===== src/common/sfp_regs.svh =====
`ifndef SFP_REGS_SVH
`define SFP_REGS_SVH

// ==========================================
// Pin synchroniser layout
`define SFP_SYNC_W 8
// {clk, select_n, reset_n, vpp, line3..line0}
`define SFP_SYNC_RST 8'h68
`define SFP_SY_CLK 7
`define SFP_SY_SEL 6
`define SFP_SY_RST 5
`define SFP_SY_VPP 4
`define SFP_SYNC_LAT 3'h4

// ==========================================
// Configuration byte fields
`define SFP_PAUSE_BIT 4
`define SFP_PAUSE_OFF 1'b0

// ==========================================
// Lane counts per transfer width
`define SFP_LANES_W1 4'h1
`define SFP_LANES_W2 4'h2
`define SFP_LANES_W4 4'h4

`endif


===== src/common/sfp_pkg.sv =====
package sfp_pkg;

  // ==========================================
  // Protocol, width and power encodings
  typedef enum logic [1:0] {
    SFP_PR_SINGLE = 2'h0,
    SFP_PR_DUAL = 2'h1,
    SFP_PR_QUAD = 2'h2
  } sfp_proto_t;

  typedef enum logic [1:0] {
    SFP_W1 = 2'h0,
    SFP_W2 = 2'h1,
    SFP_W4 = 2'h2
  } sfp_width_t;

  typedef enum logic [1:0] {
    SFP_PWR_STANDBY = 2'h0,
    SFP_PWR_ACTIVE = 2'h1,
    SFP_PWR_FINISH = 2'h2,
    SFP_PWR_RESET = 2'h3
  } sfp_pwr_t;

endpackage


===== src/logic/sfp_sync.sv =====
`timescale 1ns/1ps
module sfp_sync #(
  parameter int W = 8,
  parameter logic [W-1:0] RST_VAL = '0
) (
  // Clock and reset
  input wire logic sys_clk,
  input wire logic resetn,
  // Raw and filtered levels
  input wire logic [W-1:0] raw,
  output logic [W-1:0] q
);

  typedef struct packed {
    logic [W-1:0] s1;
    logic [W-1:0] s2;
    logic [W-1:0] s3;
    logic [W-1:0] q;
  } sfp_sync_st_t;

  sfp_sync_st_t st_reg;
  sfp_sync_st_t st_next;

  always_comb begin
    st_next = st_reg;
    st_next.s1 = raw;
    st_next.s2 = st_reg.s1;
    st_next.s3 = st_reg.s2;
    // Take a new level once stages two and three agree
    st_next.q = (st_reg.s2 & st_reg.s3) |
      (st_reg.q & (st_reg.s2 ^ st_reg.s3));
  end

  always_ff @(posedge sys_clk or negedge resetn) begin
    if (!resetn) begin
      st_reg <= '{s1: RST_VAL, s2: RST_VAL, s3: RST_VAL, q: RST_VAL};
    end else begin
      st_reg <= st_next;
    end
  end

  assign q = st_reg.q;

endmodule


===== src/logic/sfp_pin_if.sv =====
`timescale 1ns/1ps
`include "sfp_regs.svh"
// Operation
// - Sample inputs on serial clock rising edges
// - Change driven data only on falling edges
// - Select high: deselected, output line floats
// - Deselected: standby unless internal cycle finishes
// - Select low: enabled, active, accepts command
// - Multi-lane fast reads drive line zero
// - Multi-lane programs take line one input
// - Dual protocol: lines zero, one always bidirectional
// - Enhanced supply forces temporary single-line protocol
// - Line two is data in quad use
// - Input buffers enabled except on driven lines
// - Quad line three disables pause and reset
// - Reset low: reset mode, outputs float
// - Pause while selected: float, ignore clock
// - Pause off by config bit or DTR
module sfp_pin_if
  import sfp_pkg::*;
(
  // Clock and reset
  input wire logic sys_clk,
  input wire logic resetn,
  // Control pins
  input wire logic serial_clk,
  input wire logic select_n,
  input wire logic hw_reset_n,
  input wire logic vpp_high,
  // Data line zero
  input wire logic serial_line_zero_level,
  output logic serial_line_zero_drive,
  output logic serial_line_zero_oe,
  output logic serial_line_zero_buf_en,
  // Data line one
  input wire logic serial_line_one_level,
  output logic serial_line_one_drive,
  output logic serial_line_one_oe,
  output logic serial_line_one_buf_en,
  // Data line two
  input wire logic serial_line_two_level,
  output logic serial_line_two_drive,
  output logic serial_line_two_oe,
  output logic serial_line_two_buf_en,
  // Data line three, pause when not data
  input wire logic serial_line_three_level,
  output logic serial_line_three_drive,
  output logic serial_line_three_oe,
  output logic serial_line_three_buf_en,
  // Configuration from the device core
  input wire sfp_proto_t protocol,
  input wire sfp_width_t cmd_width,
  input wire logic [7:0] nonvolatile_config_register,
  input wire logic [7:0] volatile_enhanced_config_register,
  input wire logic dtr_detect,
  input wire logic internal_busy,
  // Byte stream to and from the core
  input wire logic xfer_tx,
  input wire logic [7:0] tx_data,
  output logic tx_take,
  output logic [7:0] rx_data,
  output logic rx_valid,
  // Status
  output sfp_pwr_t power_state,
  output logic selected
);

  typedef struct packed {
    logic armed;
    logic [2:0] warm;
    logic dtr_seen;
    logic clk_prev;
    logic sel_prev;
    logic [2:0] bit_cnt;
    logic [7:0] rx_sh;
    logic [7:0] tx_sh;
    logic [7:0] rx_data;
    logic rx_valid;
    logic tx_take;
    logic [3:0] dq_out;
    logic [3:0] dq_oe;
    sfp_pwr_t pwr;
  } sfp_state_t;

  sfp_state_t st_reg;
  sfp_state_t st_next;

  // ==========================================
  // Pin synchronisers
  logic [`SFP_SYNC_W-1:0] sy;
  logic [3:0] dq_in;

  sfp_sync #(
    .W(`SFP_SYNC_W),
    .RST_VAL(`SFP_SYNC_RST)
  ) u_sync (
    .sys_clk(sys_clk),
    .resetn(resetn),
    .raw({serial_clk, select_n, hw_reset_n, vpp_high,
      serial_line_three_level, serial_line_two_level,
      serial_line_one_level, serial_line_zero_level}),
    .q(sy)
  );

  logic clk_q;
  logic sel_q;
  logic rst_q;
  logic vpp_q;
  assign clk_q = sy[`SFP_SY_CLK];
  assign sel_q = sy[`SFP_SY_SEL];
  assign rst_q = sy[`SFP_SY_RST];
  assign vpp_q = sy[`SFP_SY_VPP];
  assign dq_in = sy[3:0];

  // ==========================================
  // Edges, width and pin functions
  logic rise_ev;
  logic fall_ev;
  sfp_proto_t proto_eff;
  sfp_width_t eff_w;
  logic [3:0] lanes;
  logic quad_three;
  logic pause_en;
  logic pause_act;
  logic rst_act;

  assign rise_ev = clk_q && !st_reg.clk_prev;
  assign fall_ev = !clk_q && st_reg.clk_prev;

  // Enhanced supply drops to the single-line protocol until it goes low
  assign proto_eff = (vpp_q && protocol != SFP_PR_SINGLE) ?
    SFP_PR_SINGLE : protocol;

  always_comb begin
    case (proto_eff)
      SFP_PR_QUAD: eff_w = SFP_W4;
      SFP_PR_DUAL: eff_w = SFP_W2;
      default: eff_w = cmd_width;
    endcase
  end

  always_comb begin
    case (eff_w)
      SFP_W4: lanes = `SFP_LANES_W4;
      SFP_W2: lanes = `SFP_LANES_W2;
      default: lanes = `SFP_LANES_W1;
    endcase
  end

  assign quad_three = !sel_q && eff_w == SFP_W4;
  assign pause_en = nonvolatile_config_register[`SFP_PAUSE_BIT] !=
    `SFP_PAUSE_OFF && volatile_enhanced_config_register[`SFP_PAUSE_BIT]
    != `SFP_PAUSE_OFF && !st_reg.dtr_seen && !quad_three;
  assign pause_act = !sel_q && pause_en && !dq_in[3];
  assign rst_act = !rst_q && !quad_three;

  // ==========================================
  // Next state
  logic [7:0] sh;
  logic [2:0] cnt_n;

  always_comb begin
    st_next = st_reg;
    sh = st_reg.tx_sh;
    cnt_n = st_reg.bit_cnt + lanes[2:0];
    st_next.rx_valid = 1'b0;
    st_next.tx_take = 1'b0;
    st_next.clk_prev = clk_q;
    st_next.sel_prev = sel_q;
    // No select edge while the synchroniser flushes its reset value
    if (st_reg.warm != `SFP_SYNC_LAT) begin
      st_next.warm = st_reg.warm + 3'h1;
      st_next.sel_prev = 1'b0;
    end
    if (st_reg.sel_prev && !sel_q) begin
      st_next.armed = 1'b1;
    end
    if (rst_act) begin
      st_next.bit_cnt = 3'h0;
      st_next.dq_oe = 4'h0;
      st_next.dtr_seen = 1'b0;
      st_next.pwr = SFP_PWR_RESET;
    end else if (sel_q) begin
      st_next.dq_oe = 4'h0;
      st_next.bit_cnt = 3'h0;
      st_next.dtr_seen = 1'b0;
      st_next.pwr = internal_busy ? SFP_PWR_FINISH :
        SFP_PWR_STANDBY;
    end else begin
      st_next.pwr = SFP_PWR_ACTIVE;
      if (dtr_detect) begin
        st_next.dtr_seen = 1'b1;
      end
      if (pause_act) begin
        st_next.dq_oe = 4'h0;
      end else if (st_reg.armed) begin
        if (!xfer_tx) begin
          st_next.dq_oe = 4'h0;
          if (rise_ev) begin
            case (eff_w)
              SFP_W4: st_next.rx_sh = {st_reg.rx_sh[3:0], dq_in};
              SFP_W2: st_next.rx_sh = {st_reg.rx_sh[5:0], dq_in[1:0]};
              default: st_next.rx_sh = {st_reg.rx_sh[6:0], dq_in[0]};
            endcase
            st_next.bit_cnt = cnt_n;
            if (cnt_n == 3'h0) begin
              st_next.rx_data = st_next.rx_sh;
              st_next.rx_valid = 1'b1;
            end
          end
        end else if (fall_ev) begin
          if (st_reg.bit_cnt == 3'h0) begin
            sh = tx_data;
            st_next.tx_take = 1'b1;
          end
          case (eff_w)
            SFP_W4: begin
              st_next.dq_out = sh[7:4];
              st_next.dq_oe = 4'hF;
            end
            SFP_W2: begin
              st_next.dq_out = {2'h0, sh[7:6]};
              st_next.dq_oe = 4'h3;
            end
            default: begin
              st_next.dq_out = {2'h0, sh[7], 1'b0};
              st_next.dq_oe = 4'h2;
            end
          endcase
          st_next.tx_sh = sh << lanes;
          st_next.bit_cnt = cnt_n;
        end
      end
    end
  end

  always_ff @(posedge sys_clk or negedge resetn) begin
    if (!resetn) begin
      st_reg <= '{armed: 1'b0, warm: 3'h0, dtr_seen: 1'b0, clk_prev: 1'b0,
        sel_prev: 1'b0, bit_cnt: 3'h0, rx_sh: 8'h00, tx_sh: 8'h00,
        rx_data: 8'h00, rx_valid: 1'b0, tx_take: 1'b0,
        dq_out: 4'h0, dq_oe: 4'h0, pwr: SFP_PWR_STANDBY};
    end else begin
      st_reg <= st_next;
    end
  end

  // ==========================================
  // Outputs
  assign serial_line_zero_drive = st_reg.dq_out[0];
  assign serial_line_one_drive = st_reg.dq_out[1];
  assign serial_line_two_drive = st_reg.dq_out[2];
  assign serial_line_three_drive = st_reg.dq_out[3];
  assign serial_line_zero_oe = st_reg.dq_oe[0];
  assign serial_line_one_oe = st_reg.dq_oe[1];
  assign serial_line_two_oe = st_reg.dq_oe[2];
  assign serial_line_three_oe = st_reg.dq_oe[3];
  assign serial_line_zero_buf_en = !st_reg.dq_oe[0];
  assign serial_line_one_buf_en = !st_reg.dq_oe[1];
  assign serial_line_two_buf_en = !st_reg.dq_oe[2];
  assign serial_line_three_buf_en = !st_reg.dq_oe[3];
  assign tx_take = st_reg.tx_take;
  assign rx_data = st_reg.rx_data;
  assign rx_valid = st_reg.rx_valid;
  assign power_state = st_reg.pwr;
  assign selected = !sel_q;
endmodule


===== config.mk =====
export PLATFORM = sky130hd
export DESIGN_NAME = sfp_pin_if
export DESIGN_NICKNAME = d
export VERILOG_FILES = /design/src/common/sfp_pkg.sv /design/src/logic/sfp_sync.sv /design/src/logic/sfp_pin_if.sv
export VERILOG_INCLUDE_DIRS = /design/src /design/src/common
export SDC_FILE = /design/constraint.sdc
export NUM_CORES = 1
export LEC_CHECK = 0
export BUFFER_PORTS_ARGS = -buffer_cell sky130_fd_sc_hd__buf_2
export CAP_MARGIN = 0
export CORE_AREA = 2 2 114 116
export CTS_BUF_LIST = sky130_fd_sc_hd__clkbuf_16
export DETAILED_ROUTE_END_ITERATION = 10
export DIE_AREA = 0 0 116 118
export PLACE_DENSITY = 0.48
export SLEW_MARGIN = 20
export SYNTH_ARGS = -nofsm -noshare
export SYNTH_HDL_FRONTEND = slang
export SYNTH_SLANG_ARGS = --single-unit

===== constraint.sdc =====
create_clock -name sys_clk -period 3.6 [get_ports sys_clk]
set_input_delay 0.72 -clock sys_clk [delete_from_list [all_inputs] [get_ports sys_clk]]
set_output_delay 0.72 -clock sys_clk [all_outputs]
set_load 0.02 [all_outputs]

==> flow_summary_export.csv <==
group,metric,value,unit
outcome,outcome,"complete, no violations",
synthesis,ys_dominant_reg_cell,"dfrtp_1",
final_layout,layout_common_cells,"dfrtp_1, buf_2, nand2_1, mux2_2, nor2_1",
power_and_ir_drop,powerDensity,581,nW/um^2
clock_network,htreeDepth,3,
synthesis,synth_area,3680,sq um
route,drc_errors,0,
synthesis,yosysWarnings,0,
flow_run,maxCapViolations,0,
timing,slew_headroom,49.4,%
grt,grt_first_pass_wirelength,12.9,mm
timing,setup_viol,0,
final_layout,layout_commonest_cell,"dfrtp_1",
route,drtPass1Iterations,4,
critical_path,critPathRequiredTime,3.82,ns
placement,portBuffers,51,
clock_network,cts_tree,"yes",
synthesis,yosysTopAreaCell,"dfrtp_1",
hold_path,holdCritPathClass,"input port to asynchronous set/reset pin",
clock_network,clk_latency,0.33,ns
timing,whs,0.260,ns
synthesis,syn_nets,363,
final_layout,drive_gt1_share,32.7,%
floorplan,io-pin-count,66,
critical_path,endpoint_kind,"flip-flop",
synthesis,synth_area_per_cell,12.0,sq um
clock_network,clk_pin_slew,0.06,ns
floorplan,dieArea,13700,sq um
final_layout,num_antenna_cells,0,
critical_path,critPathLaunchType,"input port",
grt,grt_max_degree,77,
clock_network,clockRootBuffer,"clkbuf_16",
timing,min_period,3.29,ns
clock_network,clk_path_buf_depth,2,
route,drt_iter0_drc,143,
synthesis,synthTopCellsByArea,"dfrtp_1, dfstp_2, mux2_2, ha_1, nand2_1",
timing,tightest_slew,0.756,ns
floorplan,die_x,116,microns
timing,fmax,304,MHz
synthesis,ys_seq_area_share,52.1,%
route,wl_per_cell,14.0,microns
floorplan,die_h,118,microns
final_layout,num-fill-cells,1256,
power_and_ir_drop,peakVddDrop,0.186,mV
final_layout,regArea,1920,sq um
grt,grt_usage,12.1,%
clock_network,ctsHoldBuffers,0,
timing,fin_crit_sh,91.3,%
grt,grt_pass1_vias,2536,
critical_path,worst-setup-path-type,"input port to flip-flop",
route,ant_nets,0,
critical_path,path_max_fanout,8,
final_layout,multi_input_area,1540,sq um
placement,hpwl,5.27,mm
synthesis,synthCells,306,
route,routed_wl,7.46,mm
synthesis,synthDistinctLibCells,55,
final_layout,largest_reg_flops,25,
final_layout,nets,413,
placement,routabilityCongestion,0.838,
clock_network,post_cts.repair.setup_buffers,0,
route,via_per_inst,4.65,
route,vias,2478,
synthesis,yosys.area.top_type_share,43.6,%
grt,antenna_found_initial,0,
floorplan,row_count,41,
synthesis,synth-seq-cells,76,
power_and_ir_drop,power,2550,uW
synthesis,synthArstFlopShare,100,%
final_layout,syn2layout_area_growth,19.1,%
timing,fin_skew,0.00503,ns
clock_network,cts_resized,0,
clock_network,cts_buffers,9,
timing,drv_slew,0,
timing,rsz0062_at_grt,"no",
synthesis,synth_edf_count,0,
floorplan,core-area,12400,sq um
timing,hold_violations,0,
grt,overflow,0,
floorplan,start_util,29.6,%
timing,tns,0,ns
power_and_ir_drop,leakage,0.00213,uW
critical_path,cp.arrival,3.50,ns
clock_network,cts.sinks,76,
## per-stage QoR
stage | area [sq um] | cells | utilization [%] | setup slack, ns
finish | 4380 | 533 | 35.3 | 0.312
global placement | 4070 | 516 | 32.8 | -0.0515
global route | 4380 | 533 | 35.3 | 0.0895
detailed placement | 4070 | 516 | 32.8 | -0.0685
CTS | 4350 | 532 | 35.1 | 0.281
floorplan | 3680 | 306 | - | 0.0629
## path summary, 6_finish.rpt
check | slack [ns] | depth (start not counted) | startpoint | end
min in group sys_clk | 0.35 | 0 | u_sync.st_next[20]$_DFF_PN0_ | u_sync.st_next[12]$_DFF_PN0_
max in group asynchronous | 2.70 | 2 | resetn | u_sync.st_next[13]$_DFF_PN1_
hold reg to reg | 0.35 | 0 | u_sync.st_next[20]$_DFF_PN0_ | u_sync.st_next[12]$_DFF_PN0_
setup reg to reg | 0.38 | 11 | u_sync.q[4]$_DFF_PN0_ | rx_data[7]$_DFFE_PN0P_
setup / recovery | 0.31 | 12 | protocol[0] | rx_data[7]$_DFFE_PN0P_
hold / removal | 0.26 | 1 | resetn | tx_take$_DFF_PN0_
## power breakdown
group	switching, uW	internal (uW)	total, uW	leakage (uW)
sequential	104	981	1080	0.000937
clock	340	527	867	0.000144
combinational	320	274	594	0.00104
## synth_stat cells (all sizes together) (6+ instances only)
cell,number
inv,13
nand2,33
a21o,12
nor2,18
buf,20
ha,15
dfstp,12
o21ai,17
mux2,18
mux2i,10
dfrtp,64
a22oi,6
## final cells by class
cell class              instances  share of cell area [%]
repair buffers                 64                    8.57
flip-flops and latches         76                    43.8
clock buffers                   9                    5.14
inverters                      13                    1.11
clock inverters                 7                    1.37
well taps                     172                    4.91
multi-input cells             192                    35.1
## metal layers
| metal | vias up | global-route usage [%] | share of wire [%] |
|---|---|---|---|
| li1 | 1188 | - | - |
| met1 | 1209 | 15.9 | 44 |
| met2 | 66 | 18.1 | 46 |
| met3 | 15 | 3.71 | 6.7 |
| met4 | 0 | 5.51 | 2.5 |
| met5 | - | 0 | 0 |
## kinds of logic (layout without fill, tap and decap cells)
group	count (synthesis)	count (layout)	synth area share, %
AOI/OAI and AO/OA	72	72	14.9
xor gates and xnor gates	3	3	0.715
adders and majority gates	16	16	5.65
buffers and inverters	38	93	6.02
DFF	76	76	52.1
muxes	33	33	11.4
and+or+nand+nor	68	68	9.19
## worst max-delay path: stages
cell and delay [ns]:
buf_2 0.09, nor2b_1 0.15, ha_1 0.31, mux2_2 0.33, ha_1 0.31, ha_1 0.20, fa_1 0.38, xnor2_1 0.25
xor2_1 0.17, buf_4 0.14, nand3_4 0.14, mux2_2 0.32
Power figures use the tool's default switching activity.
